### config.mk
export PLATFORM = sky130hd
export DESIGN_NAME = adc_control_registers
export DESIGN_NICKNAME = d
export VERILOG_FILES = /design/src/inc/adc_pkg.sv /design/src/inc/conv_if.sv /design/src/adc_control_registers.sv /design/src/conv_clock_div.sv /design/src/conv_sequencer.sv
export VERILOG_INCLUDE_DIRS = /design/src /design/src/inc
export SDC_FILE = /design/constraint.sdc
export NUM_CORES = 1
export LEC_CHECK = 0
export BUFFER_PORTS_ARGS = -buffer_cell sky130_fd_sc_hd__buf_2
export CORE_MARGIN = 1
export CORE_UTILIZATION = 40
export DETAILED_ROUTE_END_ITERATION = 10
export SYNTH_ARGS = -nofsm -noshare
export SYNTH_HDL_FRONTEND = slang
export SYNTH_SLANG_ARGS = --single-unit
### constraint.sdc
create_clock -name sys_clk -period 2.95 [get_ports sys_clk]
set_input_delay 0.295 -clock sys_clk [delete_from_list [all_inputs] [get_ports sys_clk]]
set_output_delay 0.295 -clock sys_clk [all_outputs]
set_load 0.1 [all_outputs]
### src/inc/adc_cfg.svh
`ifndef ADC_CFG_SVH
`define ADC_CFG_SVH

// ****************************************************************
// Register map
// ****************************************************************
`define ADDR_W          3
`define REG_CTRL        3'h0
`define REG_CFG         3'h1
`define REG_TRIG        3'h2
`define REG_RES_HI      3'h3
`define REG_RES_LO      3'h4

// ****************************************************************
// Field positions
// ****************************************************************
`define CTRL_EN_BIT     0
`define CTRL_GO_BIT     1
`define CTRL_CHAN_MSB   7
`define CTRL_CHAN_LSB   2
`define CFG_FMT_BIT     7
`define CFG_CLK_MSB     6
`define CFG_CLK_LSB     4
`define CFG_REF_MSB     1
`define CFG_REF_LSB     0
`define TRIG_MSB        3

// ****************************************************************
// Reset values and codes
// ****************************************************************
`define CTRL_RST        8'h00
`define CFG_RST         8'h00
`define TRIG_RST        8'h00
`define RES_RST         8'h00
`define TRIG_OFF        4'h0
`define TRIG_SRC_N      15
`define RES_W           10
`define CHAN_RSV_LO     6'h06
`define CHAN_RSV_HI     6'h0B
`define CLK_RC_A        3'h3
`define CLK_RC_B        3'h7
`define CLK_DIV2        3'h0
`define CLK_DIV8        3'h1
`define CLK_DIV32       3'h2
`define CLK_DIV4        3'h4
`define CLK_DIV16       3'h5
`define CLK_DIV64       3'h6
`define LIM_DIV2        6'h01
`define LIM_DIV4        6'h03
`define LIM_DIV8        6'h07
`define LIM_DIV16       6'h0F
`define LIM_DIV32       6'h1F
`define LIM_DIV64       6'h3F

// ****************************************************************
// Conversion timing in conversion clock ticks
// ****************************************************************
`define CONV_LAST       4'hA

`endif

### src/inc/adc_pkg.sv
package adc_pkg;
  `include "adc_cfg.svh"

  typedef struct packed {
    logic [5:0] chan;
    logic       go;
    logic       en;
    logic       fmt;
    logic [2:0] clk;
    logic [1:0] pref;
    logic [3:0] trig;
    logic [7:0] res_hi;
    logic [7:0] res_lo;
    logic [7:0] rdata;
    logic       trig_prev;
    logic       conv_on;
    logic       mux_ok;
    logic       flag;
  } ctrl_state_t;

  typedef enum logic [1:0] {
    SEQ_IDLE = 2'b01,
    SEQ_RUN  = 2'b10
  } seq_mode_t;

  typedef struct packed {
    seq_mode_t              mode;
    logic [3:0]             count;
    logic                   done;
    logic [`RES_W-1:0]      result;
  } seq_state_t;

  typedef struct packed {
    logic [5:0] count;
    logic       rc_meta;
    logic       rc_sync;
    logic       rc_prev;
    logic       tick;
  } div_state_t;

  // Clock select codes that pick the dedicated RC clock
  function automatic logic is_rc(input logic [2:0] sel);
    is_rc = (sel == `CLK_RC_A) || (sel == `CLK_RC_B);
  endfunction

  // Divider terminal count for a system clock code
  function automatic logic [5:0] div_limit(input logic [2:0] sel);
    case (sel)
      `CLK_DIV2:  div_limit = `LIM_DIV2;
      `CLK_DIV4:  div_limit = `LIM_DIV4;
      `CLK_DIV8:  div_limit = `LIM_DIV8;
      `CLK_DIV16: div_limit = `LIM_DIV16;
      `CLK_DIV32: div_limit = `LIM_DIV32;
      `CLK_DIV64: div_limit = `LIM_DIV64;
      default:    div_limit = `LIM_DIV2;
    endcase
  endfunction
endpackage

### src/inc/conv_if.sv
`timescale 1ns/10ps
`default_nettype none
`include "adc_cfg.svh"
interface conv_if;
  logic              run;
  logic              tick;
  logic              done;
  logic [`RES_W-1:0] result;

  modport ctrl (output run, input done, input result);
  modport seq (input run, input tick, output done, output result);
  modport divider (input run, output tick);
endinterface
`default_nettype wire

### src/adc_control_registers.sv
`timescale 1ns/10ps
`default_nettype none
`include "adc_cfg.svh"
module adc_control_registers
  import adc_pkg::*;
(
  input  wire logic                    sys_clk,
  input  wire logic                    sys_rst,
  input  wire logic [`ADDR_W-1:0]      reg_addr,
  input  wire logic [7:0]              reg_wdata,
  input  wire logic                    reg_wr,
  input  wire logic                    reg_rd,
  output logic      [7:0]              reg_rdata,
  input  wire logic [`TRIG_SRC_N-1:0]  trigger_sources,
  input  wire logic                    sleep_req,
  input  wire logic                    rc_osc,
  input  wire logic [`RES_W-1:0]       result_data,
  output logic                         converter_on,
  output logic      [5:0]              channel_select_field,
  output logic                         channel_connect,
  output logic      [1:0]              positive_reference_field,
  output logic                         conversion_busy,
  output logic                         converter_interrupt_flag
);
  ctrl_state_t s;
  ctrl_state_t next_s;
  conv_if      conv ();

  logic              wr_ctrl;
  logic              wr_cfg;
  logic              wr_trig;
  logic              wr_hi;
  logic              wr_lo;
  logic              trig_level;
  logic              trig_edge;
  logic              conv_on_next;
  logic [7:0]        read_value;
  logic [15:0]       placed;

  // ****************************************************************
  // Result placement
  // ****************************************************************
  function automatic logic [15:0] place_result(input logic fmt, input logic [`RES_W-1:0] r);
    if (fmt)
      place_result = {6'h00, r[9:8], r[7:0]};
    else
      place_result = {r[9:2], r[1:0], 6'h00};
  endfunction

  // Channel codes that reach an analog input
  function automatic logic chan_valid(input logic [5:0] c);
    chan_valid = !(c >= `CHAN_RSV_LO && c <= `CHAN_RSV_HI);
  endfunction

  // ****************************************************************
  // Submodules
  // ****************************************************************
  conv_clock_div u_div (
    .sys_clk (sys_clk),
    .sys_rst (sys_rst),
    .clk_sel (s.clk),
    .rc_osc  (rc_osc),
    .bus     (conv.divider)
  );

  conv_sequencer u_seq (
    .sys_clk     (sys_clk),
    .sys_rst     (sys_rst),
    .result_data (result_data),
    .bus         (conv.seq)
  );

  // Sequencer runs while the status bit is set
  assign conv.run = s.go;

  // ****************************************************************
  // Decode and trigger edge
  // ****************************************************************
  always_comb
  begin
    wr_ctrl = reg_wr && reg_addr == `REG_CTRL;
    wr_cfg = reg_wr && reg_addr == `REG_CFG;
    wr_trig = reg_wr && reg_addr == `REG_TRIG;
    wr_hi = reg_wr && reg_addr == `REG_RES_HI;
    wr_lo = reg_wr && reg_addr == `REG_RES_LO;
    if (s.trig == `TRIG_OFF)
      trig_level = 1'b0;
    else
      trig_level = trigger_sources[s.trig - 4'h1];
    trig_edge = trig_level & ~s.trig_prev;
    placed = place_result(s.fmt, conv.result);
  end

  // Read multiplexer
  always_comb
  begin
    case (reg_addr)
      `REG_CTRL:   read_value = {s.chan, s.go, s.en};
      `REG_CFG:    read_value = {s.fmt, s.clk, 2'b00, s.pref};
      `REG_TRIG:   read_value = {4'h0, s.trig};
      `REG_RES_HI: read_value = s.res_hi;
      `REG_RES_LO: read_value = s.res_lo;
      default:     read_value = 8'h00;
    endcase
  end

  // ****************************************************************
  // Next state
  // ****************************************************************
  always_comb
  begin
    next_s = s;
    next_s.flag = 1'b0;
    next_s.trig_prev = trig_level;
    next_s.rdata = reg_rd ? read_value : 8'h00;
    // Configuration writes
    if (wr_ctrl)
    begin
      next_s.chan = reg_wdata[`CTRL_CHAN_MSB:`CTRL_CHAN_LSB];
      next_s.en = reg_wdata[`CTRL_EN_BIT];
    end
    if (wr_cfg)
    begin
      next_s.fmt = reg_wdata[`CFG_FMT_BIT];
      next_s.clk = reg_wdata[`CFG_CLK_MSB:`CFG_CLK_LSB];
      next_s.pref = reg_wdata[`CFG_REF_MSB:`CFG_REF_LSB];
    end
    if (wr_trig)
      next_s.trig = reg_wdata[`TRIG_MSB:0];
    if (wr_hi)
      next_s.res_hi = reg_wdata;
    if (wr_lo)
      next_s.res_lo = reg_wdata;
    // Converter power, sleep abort keeps the enable bit
    conv_on_next = next_s.en && !(sleep_req && !is_rc(next_s.clk));
    next_s.conv_on = conv_on_next;
    next_s.mux_ok = conv_on_next && chan_valid(next_s.chan);
    // Completion loads results and pulses the flag
    if (conv.done)
    begin
      next_s.go = 1'b0;
      next_s.res_hi = placed[15:8];
      next_s.res_lo = placed[7:0];
      next_s.flag = 1'b1;
    end
    if (wr_ctrl)
      next_s.go = reg_wdata[`CTRL_GO_BIT];
    if (trig_edge)
      next_s.go = 1'b1;
    if (!conv_on_next)
      next_s.go = 1'b0;
  end

  // ****************************************************************
  // State register
  // ****************************************************************
  always_ff @(posedge sys_clk)
  begin
    if (sys_rst)
    begin
      s <= '0;
      s.chan <= 6'(`CTRL_RST >> `CTRL_CHAN_LSB);
      s.fmt <= 1'(`CFG_RST >> `CFG_FMT_BIT);
      s.trig <= 4'(`TRIG_RST);
      s.res_hi <= `RES_RST;
      s.res_lo <= `RES_RST;
    end
    else
      s <= next_s;
  end

  // Outputs straight from state
  assign reg_rdata = s.rdata;
  assign converter_on = s.conv_on;
  assign channel_select_field = s.chan;
  assign channel_connect = s.mux_ok;
  assign positive_reference_field = s.pref;
  assign conversion_busy = s.go;
  assign converter_interrupt_flag = s.flag;
endmodule // adc_control_registers
`default_nettype wire

### src/conv_clock_div.sv
`timescale 1ns/10ps
`default_nettype none
module conv_clock_div
  import adc_pkg::*;
(
  input  wire logic   sys_clk,
  input  wire logic   sys_rst,
  input  wire logic   [2:0] clk_sel,
  input  wire logic   rc_osc,
  conv_if.divider     bus
);
  div_state_t s;
  div_state_t next_s;

  // ****************************************************************
  // Conversion clock tick
  // ****************************************************************
  always_comb
  begin
    next_s = s;
    next_s.rc_meta = rc_osc;
    next_s.rc_sync = s.rc_meta;
    next_s.rc_prev = s.rc_sync;
    next_s.tick = 1'b0;
    if (!bus.run)
    begin
      next_s.count = 6'h00;
    end
    else if (is_rc(clk_sel))
    begin
      next_s.tick = s.rc_sync & ~s.rc_prev;
    end
    else if (s.count >= div_limit(clk_sel))
    begin
      next_s.count = 6'h00;
      next_s.tick = 1'b1;
    end
    else
    begin
      next_s.count = s.count + 6'h01;
    end
  end

  // State register
  always_ff @(posedge sys_clk)
  begin
    if (sys_rst)
      s <= '0;
    else
      s <= next_s;
  end

  assign bus.tick = s.tick;
endmodule // conv_clock_div
`default_nettype wire

### src/conv_sequencer.sv
`timescale 1ns/10ps
`default_nettype none
`include "adc_cfg.svh"
module conv_sequencer
  import adc_pkg::*;
(
  input  wire logic   sys_clk,
  input  wire logic   sys_rst,
  input  wire logic   [`RES_W-1:0] result_data,
  conv_if.seq         bus
);
  seq_state_t s;
  seq_state_t next_s;

  // ****************************************************************
  // Conversion sequence
  // ****************************************************************
  always_comb
  begin
    next_s = s;
    next_s.done = 1'b0;
    case (s.mode)
      SEQ_IDLE:
      begin
        if (bus.run && !s.done)
        begin
          next_s.mode = SEQ_RUN;
          next_s.count = 4'h0;
        end
      end
      SEQ_RUN:
      begin
        if (!bus.run)
          next_s.mode = SEQ_IDLE;
        else if (bus.tick && s.count == `CONV_LAST)
        begin
          next_s.mode = SEQ_IDLE;
          next_s.done = 1'b1;
          next_s.result = result_data;
        end
        else if (bus.tick)
          next_s.count = s.count + 4'h1;
      end
      default:
      begin
        next_s = '0;
        next_s.mode = SEQ_IDLE;
      end
    endcase
  end

  // State register
  always_ff @(posedge sys_clk)
  begin
    if (sys_rst)
    begin
      s <= '0;
      s.mode <= SEQ_IDLE;
    end
    else
      s <= next_s;
  end

  assign bus.done = s.done;
  assign bus.result = s.result;
endmodule // conv_sequencer
`default_nettype wire

=== Word level (Yosys, flattened, before mapping) ===
Index checks and enable logic that the tools add are counted.
Widths: inputs -> output; s select.

* Bits in registers: 73
* Input port bits: 42
* Output and inout bits: 20
* Word-level logic and storage cells: 118

* $add $sub $neg: 3
* $lt $le $gt $ge: 4
* Equality and inequality tests: 22
* Mux-type cells: 30
* Bitwise operators: 8
* Reduce and logical (&&, ||, !) cells: 28

{| class="wikitable"
|+ Operators by type and width
! cell !! number
|-
| $pmux 8 s5 || 1
|-
| $mux 16 || 2
|-
| $mux 6 || 5
|-
| $pmux 6 s5 || 1
|-
| $pmux 11 s2 || 1
|-
| $eq 3x3->1 const B || 6
|-
| $mux 8 || 2
|-
| $eq 3x2->1 const B || 5
|-
| $mux 15 || 1
|-
| $pmux 6 s2 || 1
|-
| $logic_and 1x1->1 || 11
|-
| $mux 11 || 1
|-
| $mux 1 || 9
|-
| $mux 4 || 2
|-
| $add 6x1->6 const B || 1
|-
| $eq 3x1->1 const B || 2
|-
| $ge 6x3->1 const B || 1
|-
| $ge 6x6->1 || 1
|-
| $le 6x4->1 const B || 1
|-
| $ne 2x2->1 const B || 3
|-
| $not 1->1 || 6
|-
| $reduce_or 2->1 || 3
|-
| $lt 4x5->1 const B || 1
|-
| $mux 5 || 1
|-
| other kinds (19) || 27
|}

=== Depth between registers and ports, before layout ===
* Depth in word-level cells: 11
* Mapped depth: 8

=== Modules after synthesis ===
A second synthesis with hierarchy kept.

* Cells, all modules: 464
* Area total of the unflattened synthesis: 4082.7 µm²

{| class="wikitable"
|+ By module, submodules not included
! module !! instances !! cells an instance !! area an instance (µm²) !! seq. area each (µm²)
|-
| adc_control_registers || 1 || 305 || 2513.7 || 920.9
|-
| conv_sequencer || 1 || 98 || 957.2 || 340.3
|-
| conv_clock_div || 1 || 61 || 611.8 || 200.2
|}

=== Worst setup path before layout ===
No wires, ideal clock.

* Path kind: register to register
* Start: register s, in the netlist conversion_busy
* End: register u_seq.s, in the netlist u_seq.bus.result[0]
* Library setup time: 0.070 ns
* Arrival: 2.212 ns
* Data required time: 2.880 ns
* Setup slack: 0.669 ns
* Cell stages (with the launch flop): 5
* Path buffers: 0
* Clock period less this slack: 2.281 ns
* Cells stage by stage: dfxtp_1 -> nand3b_1 -> nor3_1 -> nand2_1 -> a21oi_1

* Word-level cells in the longest chain between the ends: 2

{| class="wikitable"
|+ Ends and longest elaborated chain
! item !! RTL line !! source
|-
| start, declared || adc_control_registers.sv:25 || <nowiki>ctrl_state_t s;</nowiki>
|-
| start signal, assigned || adc_control_registers.sv:169 || <nowiki>s <= next_s;</nowiki>
|-
| $ne 2x2->1 (no source line) || - ||
|-
| $reduce_and 3->1 (no source line) || - ||
|-
| end signal, assigned || conv_sequencer.sv:61 || <nowiki>s <= next_s;</nowiki>
|-
| end, declared || conv_sequencer.sv:12 || <nowiki>seq_state_t s;</nowiki>
|}

No other way between the ends.
A chain may end at the register's enable or synchronous reset.

==> key figures <==
Outcome
  – Status: finished clean

Cells and area
  – Multi-input logic area: 2022 um2
  – Final net count: 552
  – Synthesis-to-layout area growth: 13.98%
  – Fillers: slightly above 900
  – Post-route design area: 4254 um2
  – Share of cells above drive strength 1: 21.16%
  – Register Area: 1461 um2
  – Ant diodes: 0

Drt
  – Initial drt markers: 135
  – Drt pass-1 iters: 4
  – Via count: between 3000 and 4000
  – Post-Route WL: 8977 um
  – Number of remaining DRC errors: 0
  – ANT nets after route: 0
  – Routed len/inst: between 10 and 15 um
  – Via density: roughly 5.4

Timing
  – Hold slack: 0.1556 ns
  – Fin crit share: between 70 and 80%
  – Slew headroom: 42.41%
  – Slew Limit Fails: 0
  – Crit path time final: roughly 2.3 ns
  – Setup-failing EPs final: 0
  – Final Skew: 0.009427 ns
  – RSZ-0062 raised after global routing: false
  – Final Hold Viols: 0
  – Max Fclk: 436.6 MHz
  – Setup TNS: 0 ns
  – Slew @ Worst Pin: between 0.8 and 0.9 ns

Global route
  – First-pass GRT wire length: 15050 um
  – Largest net degree at the start of global routing: 41
  – Vias in the first global route: 3049
  – Initial antenna violation count: 0
  – GRT Overall Usage: 19.78%
  – GRT overflow: 0

Power
  – Part of the power in combinational logic: a little over a tenth
  – Internal Power: 1.594 mW
  – Clock power frac: 40.5%
  – NetSw: 524.8 uW
  – Flop pwr share: between 40% and 50%
  – Cell area power density: 498.1 nW/um2
  – Sw Ratio: 24.77%
  – Max IR drop VDD: 0.0001728 V
  – Lkg Pwr: 1.664 nW

Setup path
  – Critical path's top delay family: simple AND/OR/NAND/NOR gates
  – CP Capture Type: register
  – Crit-path max cell delay: 0.49 ns
  – Critical Path RT: 3.23 ns
  – CP cell instances: or3_1 -> nand2_1 -> ha_1 -> a211oi_1 -> o21ai_0 -> and2_0 -> or4_1 -> a31oi_1
  – CP Class: register to register
  – Crit Path Max Fanout: 7
  – Worst path slowest cell: or4_1
  – Worst Setup Start Kind: register
  – Worst path bufs/invs: 0
  – CP arrival: about 2.6 ns

Logic synthesis
  – Count leader, synth: nor2_1
  – Adder-cell area share of the yosys netlist: 4.358%
  – Sequential area share after synthesis: 39.16%
  – Share of Yosys cell area claimed by the top area cell type: 39.16%
  – Synth Area in Compound Gates: 15.55%
  – XOR/XNOR share of the synthesized area: 0.4693%
  – Area leader, netlist: dfxtp_1
  – Synth Cell Area: 3732 um2
  – Synth Flop Type: dfxtp_1
  – Unique masters post-synth: 43
  – Largest family of logic cells by synthesized area: simple AND/OR/NAND/NOR gates
  – Syn Nets: 510
  – Syn_area_per_cell: 8.203 um2
  – Synth Area in Simple Gates: 24.67%
  – Mux contribution to synthesized area: 8.951%
  – Number of synthesized register bits: 73
  – Synth top cells by count: nor2_1, dfxtp_1, a21oi_1, nand2_1, clkbuf_1
  – Async set-or-reset flop fraction in the synthesized netlist: 0%
  – Area contributors post-synth: dfxtp_1, a21oi_1, nor2_1, ha_1, nand2_1
  – Post-synthesis instance total: 455
  – YS warnings: 0
  – Post-synth EDFFs: 0

Placement
  – HPWL after detailed placement: 6575 um
  – Gpl congestion: about 0.83
  – DP Area: 4036 um2
  – I/O Buffers: between 60 and 70

Clock network
  – CTS H-Tree Depth: 3
  – Clock sink count: 73
  – PostCTS Resize Cnt: 0
  – CTS root buf: clkbuf_8
  – CTS Hold Bufs: 0
  – Clk buf depth: 2
  – Reg clk slew, reported paths: roughly 0.08 ns
  – Setup Fix Bufs, Post-CTS: 0
  – Clk_lat worst skew: 0.35 ns
  – Num CTS Buffers: 9
  – Clock tree from TritonCTS: yes

Die
  – DIE AREA: 9721 um2
  – Cell row count: 34
  – Die W: 98.60 um
  – I/O Pins: 62
  – CORE AREA: 8891 um2
  – Initial Util: about two fifths
  – Die Ht: 98.60 um

Flow run
  – Max Cap Violations: 0

Hold path
  – Startpoint of the worst hold path: rc_osc
  – Hold Path Class: input pin to register
-- cell type report --
class,instances,area share [%]
Timing Repair Buffer,70,8.765
Tap cell,108,3.176
Clock buffer,10,3.235
Clock inverter,5,1.882
Inverter,12,1.059
Sequential cell,73,34.35
Multi-Input combinational cell,331,47.53
-- worst reg2reg max path, delay by kind of cell, from the launching register on --
kind | cells | cell delay, ns
and+or+nand+nor | 4 | 1.17
adders and majority gates | 1 | 0.22
AOI/OAI and AO/OA | 3 | 0.47
DFF | 1 | 0.35
-- cell families after synthesis --
logic type | after synthesis
adders and majority gates | 13
DFF | 73
muxes | 28
xor gates and xnor gates | 2
and+or+nand+nor | 188
AOI/OAI and AO/OA | 100
buffers and inverters | 51
-- worst paths after layout --
check / end / slack [ns] / depth (start not counted)
max: u_div.s[9] / 0.66 / 8
min: u_div.next_s[2] / 0.16 / 2
max reg2reg: u_div.s[9] / 0.66 / 8
min reg2reg: u_div.next_s[1] / 0.45 / 1
-- power groups by stage --
| stage | sequential, mW | combinational, mW | clock, mW |
|---|---|---|---|
| floorplan | 1.05 | 0.157 | 0 |
| global placement | 1.06 | 0.221 | 0 |
| detailed placement | 1.06 | 0.224 | 0 |
| CTS | 1.04 | 0.225 | 0.886 |
| global route | 1.04 | 0.249 | 0.923 |
| finish | 1.04 | 0.225 | 0.859 |
-- registers in the layout (all words and copies together), names as in the netlist, named ones only --
name,flops
channel_connect,1
channel_select_field,6
conversion_busy,1
converter_interrupt_flag,1
converter_on,1
positive_reference_field,2
reg_rdata,8
s,25
u_div.bus.tick,1
u_div.next_s,2
u_div.s,7
u_seq.bus.done,1
u_seq.bus.result,10
u_seq.s,6
-- placed cells by master, fill, tap and decap left out, types with 12 or more instances in the layout --
cell type,netlist,routed
inv_1,12,12
mux2i_1,12,12
nand2_1,42,42
a21oi_1,58,58
buf_2,3,61
ha_1,13,13
nor2_1,74,74
nor2b_1,14,14
mux2_2,12,12
dfxtp_1,73,73
a31oi_1,15,15
-- metal layers --
layer / global-route usage (%) / up-vias / part of all wire (%)
met5: 0 / - / 0
met4: 8.381 / 0 / 1.5
met3: 3.262 / 11 / 4.5
met2: 30.39 / 80 / 44
met1: 27.50 / 1516 / 50
li1: - / 1656 / -
-- stage by stage --
step	total power [mW]	instances	utilization [%]	worst slack (ns)
after floorplan	1.209	455	-	0.6685
after global placement	1.278	594	45.40	0.5920
after detailed placement	1.282	594	45.40	0.5699
after CTS	2.145	609	47.85	0.6540
after global routing	2.211	609	47.85	0.4842
final	2.119	609	47.85	0.6598
Note: power is estimated with default switching activity, not from simulation.
